--- src/design/capture_params.svh ---
// Register offsets, field positions and reset values of the capture channel
`ifndef CAPTURE_PARAMS_SVH
`define CAPTURE_PARAMS_SVH
`define CAP_ADDR_W 4
`define CAP_OFS_CTRL 4'h0
`define CAP_OFS_STATUS 4'h1
`define CAP_OFS_MASK 4'h2
`define CAP_OFS_VALUE 4'h3
`define CAP_OFS_FLAGS 4'h4
`define CAP_CTRL_CAPEN 0
`define CAP_CTRL_EVIEN 1
`define CAP_CTRL_DIR 2
`define CAP_CTRL_EVOEN 3
`define CAP_CTRL_DMAEN 4
`define CAP_CTRL_RESET 8'h00
`define CAP_ST_FLAG 0
`define CAP_ST_OVF 1
`define CAP_MASK_RESET 2'h0
`define CAP_CNT_W 16
`endif

--- src/design/capture_pkg.sv ---
// Types shared by the capture channel files
package capture_pkg;
  typedef logic [15:0] count_t;
  typedef logic [3:0] addr_t;
  typedef enum logic [1:0] {
    ST_EMPTY = 2'b00,
    ST_FULL = 2'b01,
    ST_BOTH = 2'b11
  } stage_t;
endpackage

--- src/design/capture_counter.sv ---
// Free running up/down timebase counter
`timescale 1ns/10ps
module capture_counter
  import capture_pkg::*;
(
  // Clock and control
  input wire logic clk_sys,
  input wire logic srst,
  input wire logic ce,
  input wire logic down,
  // Count value
  output capture_pkg::count_t count
);
  count_t count_reg;
  count_t count_next;

  assign count_next = down ? count_t'(count_reg - 16'h0001) : count_t'(count_reg + 16'h0001);
  assign count = count_reg;

  always_ff @(posedge clk_sys) begin
    if (srst) begin
      count_reg <= 16'h0000;
    end else if (ce) begin
      count_reg <= count_next;
    end
  end
endmodule

--- src/design/timer_input_capture_channel.sv ---
// Input capture channel with two-stage store, flags and interrupt
`timescale 1ns/10ps
`include "capture_params.svh"
// Behaviour
// In capture mode each routed event timestamps the running counter value.
// Empty or just-read visible register takes pending hidden buffer content.
// That transfer sets the capture flag and raises optional irq, event, DMA.
// Hidden buffer never readable; values come only from the visible register.
// Up-counting cannot capture zero; down-counting captures the full range.
// Event while capture flag still set is dropped and sets overflow flag.
// Events reach the channel only while event input enable is one.
// Reading the visible capture register clears the capture flag.
module timer_input_capture_channel
  import capture_pkg::*;
(
  // Clock, reset, enable
  input wire logic clk_sys,
  input wire logic srst,
  input wire logic ce,
  // Event from routing system, same clock
  input wire logic capture_event,
  // Register port
  input wire capture_pkg::addr_t reg_addr,
  input wire logic [15:0] reg_wdata,
  input wire logic reg_wr,
  input wire logic reg_rd,
  output logic [15:0] reg_rdata,
  // Requests
  output logic irq,
  output logic capture_event_out,
  output logic dma_req
);
  import capture_pkg::*;

  logic [7:0] ctrl_reg;
  logic [1:0] mask_reg;
  logic capture_flag;
  logic capture_overflow_flag;
  count_t capture_value_reg;
  count_t capture_buffer_stage;
  stage_t stage_reg;
  stage_t stage_next;
  logic [15:0] rdata_reg;
  logic irq_reg;
  logic evout_reg;
  logic dma_reg;
  count_t count;

  capture_counter u_counter (
    .clk_sys(clk_sys),
    .srst(srst),
    .ce(ce),
    .down(ctrl_reg[`CAP_CTRL_DIR]),
    .count(count)
  );

  function automatic logic hit(input addr_t a, input addr_t ofs, input logic stb);
    hit = stb && (a == ofs);
  endfunction

  wire capture_enable = ctrl_reg[`CAP_CTRL_CAPEN];
  wire event_input_enable = ctrl_reg[`CAP_CTRL_EVIEN];
  wire count_direction = ctrl_reg[`CAP_CTRL_DIR];
  wire ev_in = capture_event && event_input_enable && capture_enable;
  // Zero while counting up never appears as a sample
  wire zero_blocked = !count_direction && (count == 16'h0000);

  wire wr_ctrl = hit(reg_addr, `CAP_OFS_CTRL, reg_wr);
  wire wr_status = hit(reg_addr, `CAP_OFS_STATUS, reg_wr);
  wire wr_mask = hit(reg_addr, `CAP_OFS_MASK, reg_wr);
  wire rd_value = hit(reg_addr, `CAP_OFS_VALUE, reg_rd);

  wire has_buf = (stage_reg == ST_BOTH);
  wire has_vis = (stage_reg != ST_EMPTY);

  // Overflow check guards the whole store against new events
  wire overrun = ev_in && capture_flag;
  wire store = ev_in && !capture_flag && !zero_blocked;
  // Visible empty or being read: move buffer forward
  wire vis_free = !has_vis || rd_value;
  wire xfer_buf = vis_free && has_buf;
  wire direct = vis_free && !has_buf && store;
  wire load_vis = xfer_buf || direct;
  // Full store: a new sample is dropped, never overwrites the hidden stage
  wire buf_full = has_buf && !rd_value;
  wire buf_wr = store && !direct && !buf_full;
  wire ovf_set = overrun || (store && buf_full);

  wire flag_clr = rd_value || (wr_status && reg_wdata[`CAP_ST_FLAG]);
  wire ovf_clr = wr_status && reg_wdata[`CAP_ST_OVF];
  wire evout_set = load_vis && ctrl_reg[`CAP_CTRL_EVOEN];
  wire dma_set = load_vis && ctrl_reg[`CAP_CTRL_DMAEN];
  wire [1:0] status_bits = {capture_overflow_flag, capture_flag};
  wire [1:0] irq_bits = status_bits & mask_reg;

  always_comb begin
    stage_next = stage_reg;
    case (stage_reg)
      ST_EMPTY: begin
        if (store) begin
          stage_next = ST_FULL;
        end
      end
      ST_FULL: begin
        if (rd_value && !store) begin
          stage_next = ST_EMPTY;
        end else if (!rd_value && store) begin
          stage_next = ST_BOTH;
        end
      end
      ST_BOTH: begin
        if (rd_value && !store) begin
          stage_next = ST_FULL;
        end
      end
      default: begin
        stage_next = ST_EMPTY;
      end
    endcase
  end

  // Hidden stage is never on the read mux
  wire [15:0] rdata_next =
    (reg_addr == `CAP_OFS_CTRL) ? {8'h00, ctrl_reg} :
    (reg_addr == `CAP_OFS_STATUS) ? {14'h0000, status_bits} :
    (reg_addr == `CAP_OFS_MASK) ? {14'h0000, mask_reg} :
    (reg_addr == `CAP_OFS_VALUE) ? capture_value_reg : 16'h0000;

  // Software settings
  always_ff @(posedge clk_sys) begin
    if (srst) begin
      ctrl_reg <= `CAP_CTRL_RESET;
      mask_reg <= `CAP_MASK_RESET;
    end else if (ce) begin
      if (wr_ctrl) begin
        ctrl_reg <= reg_wdata[7:0];
      end
      if (wr_mask) begin
        mask_reg <= reg_wdata[1:0];
      end
    end
  end

  // Two-stage store
  always_ff @(posedge clk_sys) begin
    if (srst) begin
      stage_reg <= ST_EMPTY;
      capture_value_reg <= 16'h0000;
      capture_buffer_stage <= 16'h0000;
    end else if (ce) begin
      stage_reg <= stage_next;
      if (buf_wr) begin
        capture_buffer_stage <= count;
      end
      if (xfer_buf) begin
        capture_value_reg <= capture_buffer_stage;
      end else if (direct) begin
        capture_value_reg <= count;
      end
    end
  end

  // Read data only in the cycle after the strobe, zero otherwise
  always_ff @(posedge clk_sys) begin
    if (srst) begin
      rdata_reg <= 16'h0000;
    end else if (ce) begin
      rdata_reg <= reg_rd ? rdata_next : 16'h0000;
    end
  end

  // Flags: set beats clear in the same cycle
  always_ff @(posedge clk_sys) begin
    if (srst) begin
      capture_flag <= 1'b0;
    end else if (ce) begin
      if (load_vis) begin
        capture_flag <= 1'b1;
      end else if (flag_clr) begin
        capture_flag <= 1'b0;
      end
    end
  end

  always_ff @(posedge clk_sys) begin
    if (srst) begin
      capture_overflow_flag <= 1'b0;
    end else if (ce) begin
      if (ovf_set) begin
        capture_overflow_flag <= 1'b1;
      end else if (ovf_clr) begin
        capture_overflow_flag <= 1'b0;
      end
    end
  end

  // Level interrupt lags the flags by one cycle
  always_ff @(posedge clk_sys) begin
    if (srst) begin
      irq_reg <= 1'b0;
      evout_reg <= 1'b0;
    end else if (ce) begin
      irq_reg <= |irq_bits;
      evout_reg <= evout_set;
    end
  end

  // Request held until software reads the value
  always_ff @(posedge clk_sys) begin
    if (srst) begin
      dma_reg <= 1'b0;
    end else if (ce) begin
      if (dma_set) begin
        dma_reg <= 1'b1;
      end else if (rd_value) begin
        dma_reg <= 1'b0;
      end
    end
  end

  assign reg_rdata = rdata_reg;
  assign irq = irq_reg;
  assign capture_event_out = evout_reg;
  assign dma_req = dma_reg;
endmodule

--- config.mk ---
export PLATFORM = sky130hd
export DESIGN_NAME = timer_input_capture_channel
export DESIGN_NICKNAME = d
export VERILOG_FILES = /design/src/design/capture_pkg.sv /design/src/design/capture_counter.sv /design/src/design/timer_input_capture_channel.sv
export VERILOG_INCLUDE_DIRS = /design/src /design/src/design
export SDC_FILE = /design/constraint.sdc
export NUM_CORES = 1
export LEC_CHECK = 0
export BUFFER_PORTS_ARGS = -buffer_cell sky130_fd_sc_hd__buf_2
export CORE_UTILIZATION = 55
export CTS_CLUSTER_DIAMETER = 80
export DETAILED_ROUTE_END_ITERATION = 16
export GPL_ROUTABILITY_DRIVEN = 0
export PLACE_DENSITY = 0.82
export SETUP_SLACK_MARGIN = 0.5
export SLEW_MARGIN = 20
export SYNTH_ARGS = -nofsm -noshare
export SYNTH_HDL_FRONTEND = slang
export SYNTH_SLANG_ARGS = --single-unit
export TNS_END_PERCENT = 100
--- constraint.sdc ---
create_clock -name clk_sys -period 6 [get_ports clk_sys]
set_input_delay 0 -clock clk_sys [delete_from_list [all_inputs] [get_ports clk_sys]]
set_output_delay 0 -clock clk_sys [all_outputs]
set_load 0.02 [all_outputs]
### Word level (Yosys, flattened, before mapping)

Cells that the tools add are included.

| operators by class | value |
|---|---|
| $add $sub $neg | 2 |
| bitwise gates (word level) | 1 |
| reduce and logical (&&, ||, !) cells | 53 |
| eq/ne operators | 8 |
| multiplexer cells | 19 |

Operators with widths:

| kind | count |
|---|---|
| $mux 16 | 8 |
| $logic_and 1x1->1 | 23 |
| $add 16x1->16 const B | 1 |
| $logic_not 16->1 | 1 |
| $sub 16x1->16 const B | 1 |
| $reduce_and 2->1 | 7 |
| $reduce_bool 2->1 | 5 |
| $logic_not 1->1 | 9 |
| $eq 4x2->1 const B | 2 |
| $mux 2 | 4 |
| $mux 1 | 6 |
| $pmux 2 s3 | 1 |
| $eq 4x1->1 const B | 1 |
| $logic_not 4->1 | 1 |
| $logic_or 1x1->1 | 4 |
| $reduce_and 4->1 | 1 |
| $ne 3x3->1 const B | 1 |
| $and 2x2->2 | 1 |
| $eq 2x1->1 const B | 1 |
| $eq 2x2->1 const B | 1 |
| $logic_not 2->1 | 1 |
| $ne 2x1->1 const B | 1 |
| $ne 2x2->1 const B | 1 |
| $reduce_or 2->1 | 1 |

| word-level totals | value |
|---|---|
| input bits | 26 |
| word-level logic and storage cells | 95 |
| output and inout port bits | 19 |
| bits in registers | 81 |

### Depth between registers and ports, before layout

| depth | value |
|---|---|
| depth after elaboration | 9 |
| depth in mapped cells | 9 |
| gate-level depth less buffers | 8 |

### Cells and area by module

From an unflattened synthesis, not the netlist that was laid out.

| unflattened totals | value |
|---|---|
| cell total of the unflattened synthesis | 463 |
| area, all modules | 4414.2 µm² |

Modules (own cells, without submodules):

| module | times used | area each (µm²) | cells each | sequential area each (µm²) |
|---|---|---|---|---|
| timer_input_capture_channel | 1 | 2945.3 | 296 | 1301.2 |
| capture_counter | 1 | 1468.9 | 167 | 320.3 |

### Least setup slack after synthesis

Ideal clock, no wire load.

| path | value |
|---|---|
| kind | register to register |
| start | register ctrl_reg[2] |
| end | register u_counter.count_reg[15], in the netlist u_counter.count[15] |
| buffers on the path | 0 |
| setup slack | 3.588 ns |
| stages on the path, launching flop included | 8 |
| arrival | 2.291 ns |
| period minus slack after synthesis | 2.412 ns |
| library setup time | 0.121 ns |
| required time | 5.879 ns |
| path through | dfxtp_1 > ha_1 > a211o_1 > a21oi_2 > a21oi_2 > o31ai_2 > mux2i_1 > mux2_2 |

| on the way | value |
|---|---|
| word-level cells in the longest chain between the ends | 1 |

RTL lines:

| what | line | source |
|---|---|---|
| start, declared | timer_input_capture_channel.sv:35 | `logic [7:0] ctrl_reg;` |
| start signal, assigned | timer_input_capture_channel.sv:132 | `` ctrl_reg <= `CAP_CTRL_RESET; `` |
| start signal, assigned | timer_input_capture_channel.sv:136 | `ctrl_reg <= reg_wdata[7:0];` |
| $mux 16 | capture_counter.sv:17 | `assign count_next = down ? count_t'(count_reg - 16'h0001) : count_t'(count_reg + 16'h0001);` |
| end signal, assigned | capture_counter.sv:24 | `count_reg <= count_next;` |
| end, declared | capture_counter.sv:14 | `count_t count_reg;` |

No other way between the ends.
A chain may end at the register's enable or synchronous reset.

### Final worst setup path

| path | value |
|---|---|
| start | register ctrl_reg[2] |
| end | register u_counter.count_reg[14], in the netlist u_counter.count[14] |

Same word-level chain as after synthesis.

==> flow_summary.toml <==
[run_status]
status = "finished clean"

[clock_tree]
clkTransAtPathRegs_ps = 90
cts.repair.resized = 0
cts_buffer_depth = 2
cts_inserted_buffers = 9
cts_tree = "done"
clk_latency_ps = 360
clock-sinks = 81
htree_levels = 3
cts-root-buf = "clkbuf_8"

[place]
numPortBuffers = 36
dp.final_hpwl_mm = 5.99

[critical_path]
endpoint_kind = "flip-flop"
critPathTopFamily = "compound AO/OA/AOI/OAI gates"
critPathRequiredTime_ps = 6260
start_kind = "flip-flop"
cp_slowest_cell = "dfxtp_1"
worst_ep_arrival_time_ps = 3080
crit_buf_inv = 1
cp_cell_sequence = "inv_1 -> fa_1 -> nor2b_1 -> o2111ai_1 -> a211oi_1 -> nor2_1 -> o211a_1 -> a211o_1"
worstSetupPathType = "flip-flop to flip-flop"
crit_fanout = 19
critical-path-max-stage-delay_ps = 830
reg2reg_slack_ps = 3180

[drt]
vias = 3395
met3WireLength_um = 359
wire_per_inst_um = 15.0
dr_wl_met2_mm = 4.41
wl_met1_mm = 4.01
drt_iter0_markers = 126
antenna_left = 0
drtPass1Iterations = 4
highest_layer = "met4"
vias_per_cell = 5.73
drc_errors = 0
drt_wl_total_mm = 8.92

[timing]
fin_skew_ps = 12.4
tightest_slew_ps = 776
fin_crit_ps = 2820
relSlewSlack = 0.482
rsz0062_at_grt = "false"
holdWs_ps = 52.0
fin_setup_tns_ps = 0
fmax_ghz = 0.354
hold_viol = 0
period_share = 0.471
slew_violations = 0
setup_viol = 0

[logic_synthesis]
synthSimpleGateAreaFrac = 0.170
synth_compound_area_frac = 0.203
yosys.area_share.xor_xnor = 0.0182
ys_top_cells_by_area = "dfxtp_1, mux2i_1, nor2_1"
synth_edf_count = 0
synth_top_area_frac = 0.375
syn_avg_cell_area_um2 = 9.44
synth_seq_area_share = 0.375
synth_top_area_cell = "dfxtp_1"
synth-adder-area-share = 0.0567
synth_top_flop_cell = "dfxtp_1"
ys_types = 66
async_flop_share = 0
synthCells = 458
synth_nets = 503
synth_top_family_by_area = "compound AO/OA/AOI/OAI gates"
yosys_warnings = 0
syn-cell-area_mm2 = 0.00432
synth_seq_cells = 81
synthMuxAreaShare = 0.127

[die]
initial_core_util = 0.583
io_pins = 45
die_w_um = 90.6
dieArea_mm2 = 0.00822
rows = 31
core-area_mm2 = 0.00741
die_h_um = 90.6

[global_routing]
track_usage = 0.229
grt_pass1_wl_mm = 15.4
grt_overflow = 0
grt_max_degree = 66
grt_pass1_vias = 3380
antenna_found_initial = 0

[job]
max_cap_violations = 0

[layout]
regArea_mm2 = 0.00162
multiInputGateArea_mm2 = 0.00248
num_antenna_cells = 0
final_util = 0.640
nNetsFinal = 534
synthToLayoutAreaGrowth_pct = 9.64
drive_gt1_frac = 0.178
final.fill_count = 611

[worst_hold_path]
hold_class = "input pin to flip-flop"

[power]
p_leak_nw = 1.97
pwr_density_cell_mw_per_mm2 = 207
ir_drop_mv = 0.174
==> metrics by stage <==
stage                     area, um^2  std cells  power, mW  setup WS [ps]
after floorplan                 4320        458      0.601           3590
after global placement          4470        569      0.615           3220
after detailed placement        4470        569      0.617           3190
after global routing            4740        593       1.02           2870
final                           4740        593      0.980           3180
after CTS                       4740        593      0.990           3170
==> worst paths after layout <==
check	cells past startpoint	end	startpoint
worst min register to register	2	reg_rdata[15]$_SDFFE_PP0P_	reg_rdata[15]$_SDFFE_PP0P_
worst max register to register	8	u_counter.count[14]$_SDFFE_PP0P_	ctrl_reg[2]$_SDFFE_PP0P_
worst min-delay path	4	reg_rdata[0]$_SDFFE_PP0P_	reg_addr[0]
worst max-delay path	8	u_counter.count[14]$_SDFFE_PP0P_	ctrl_reg[2]$_SDFFE_PP0P_
==> layer usage <==
metal,up-vias,global-route usage
met3,15,0.0581
met5,-,0
met2,76,0.388
met4,0,0.0833
li1,1710,-
met1,1594,0.280
==> placed cells by master (no fill, tap or decap), types with 3 or more instances in the layout <==
| cell | count |
|---|---|
| a211o_1 | 6 |
| a211oi_1 | 6 |
| a211oi_2 | 16 |
| a21o_1 | 7 |
| a21oi_1 | 25 |
| a221oi_1 | 6 |
| a31oi_1 | 3 |
| buf_2 | 36 |
| buf_4 | 3 |
| clkbuf_8 | 10 |
| clkinvlp_4 | 3 |
| dfxtp_1 | 81 |
| dlygate4sd3_1 | 8 |
| ha_1 | 18 |
| inv_1 | 11 |
| mux2i_1 | 52 |
| nand2_1 | 15 |
| nand2b_1 | 14 |
| nand3_1 | 13 |
| nor2_1 | 76 |
| nor2b_1 | 9 |
| nor3b_1 | 3 |
| nor4_1 | 3 |
| o21ai_0 | 7 |
| o21bai_1 | 3 |
| o22ai_1 | 3 |
| xnor2_1 | 6 |
| xor2_1 | 3 |
==> final cells by class <==
type	instances	share of cell area
clock buffers	10	0.0290
clock inverters	6	0.0103
inverters	11	0.00871
multi-input cells	339	0.524
flip-flops and latches	81	0.342
well taps	99	0.0261
repair buffers	47	0.0597
==> cell usage after synthesis (7+ instances only) <==
cell type   n
a211oi_2   16
a21o_1      7
a21oi_1    25
clkbuf_1   15
dfxtp_1    81
ha_1       18
inv_1      11
mux2i_1    52
nand2_1    15
nand2b_1   14
nand3_1    13
nor2_1     76
nor2b_1     9
o21ai_0     7
==> cell families (layout without fill, tap and decap cells) <==
| kind of cell | after synthesis | after routing |
|---|---|---|
| xor+xnor | 9 | 9 |
| simple gates | 150 | 150 |
| compound gates | 107 | 107 |
| mux | 54 | 54 |
| buf+inv | 38 | 74 |
| flops | 81 | 81 |
| fa+ha+maj | 19 | 19 |
==> worst register-to-register path: cells and delay by family, from the launching register on <==
kind            cells  cell delay (ps)
simple gates        2              280
flops               1              830
buf+inv             1              160
fa+ha+maj           1              440
compound gates      4             1000
==> where the power goes <==
part / internal (mW) / switching [mW] / leakage, nW / total [mW]
Clock: 0.165 / 0.206 / 0.0855 / 0.371
Combinational: 0.0244 / 0.0384 / 1.23 / 0.0628
Sequential: 0.541 / 0.00532 / 0.653 / 0.546
==> what timing repair did <==
item | CTS | global route
hold endpoints to repair | 10 | 0
setup buffers | 0 | 0
hold buffers | 8 | 0
No activity file was read; power rests on OpenSTA's default activity.
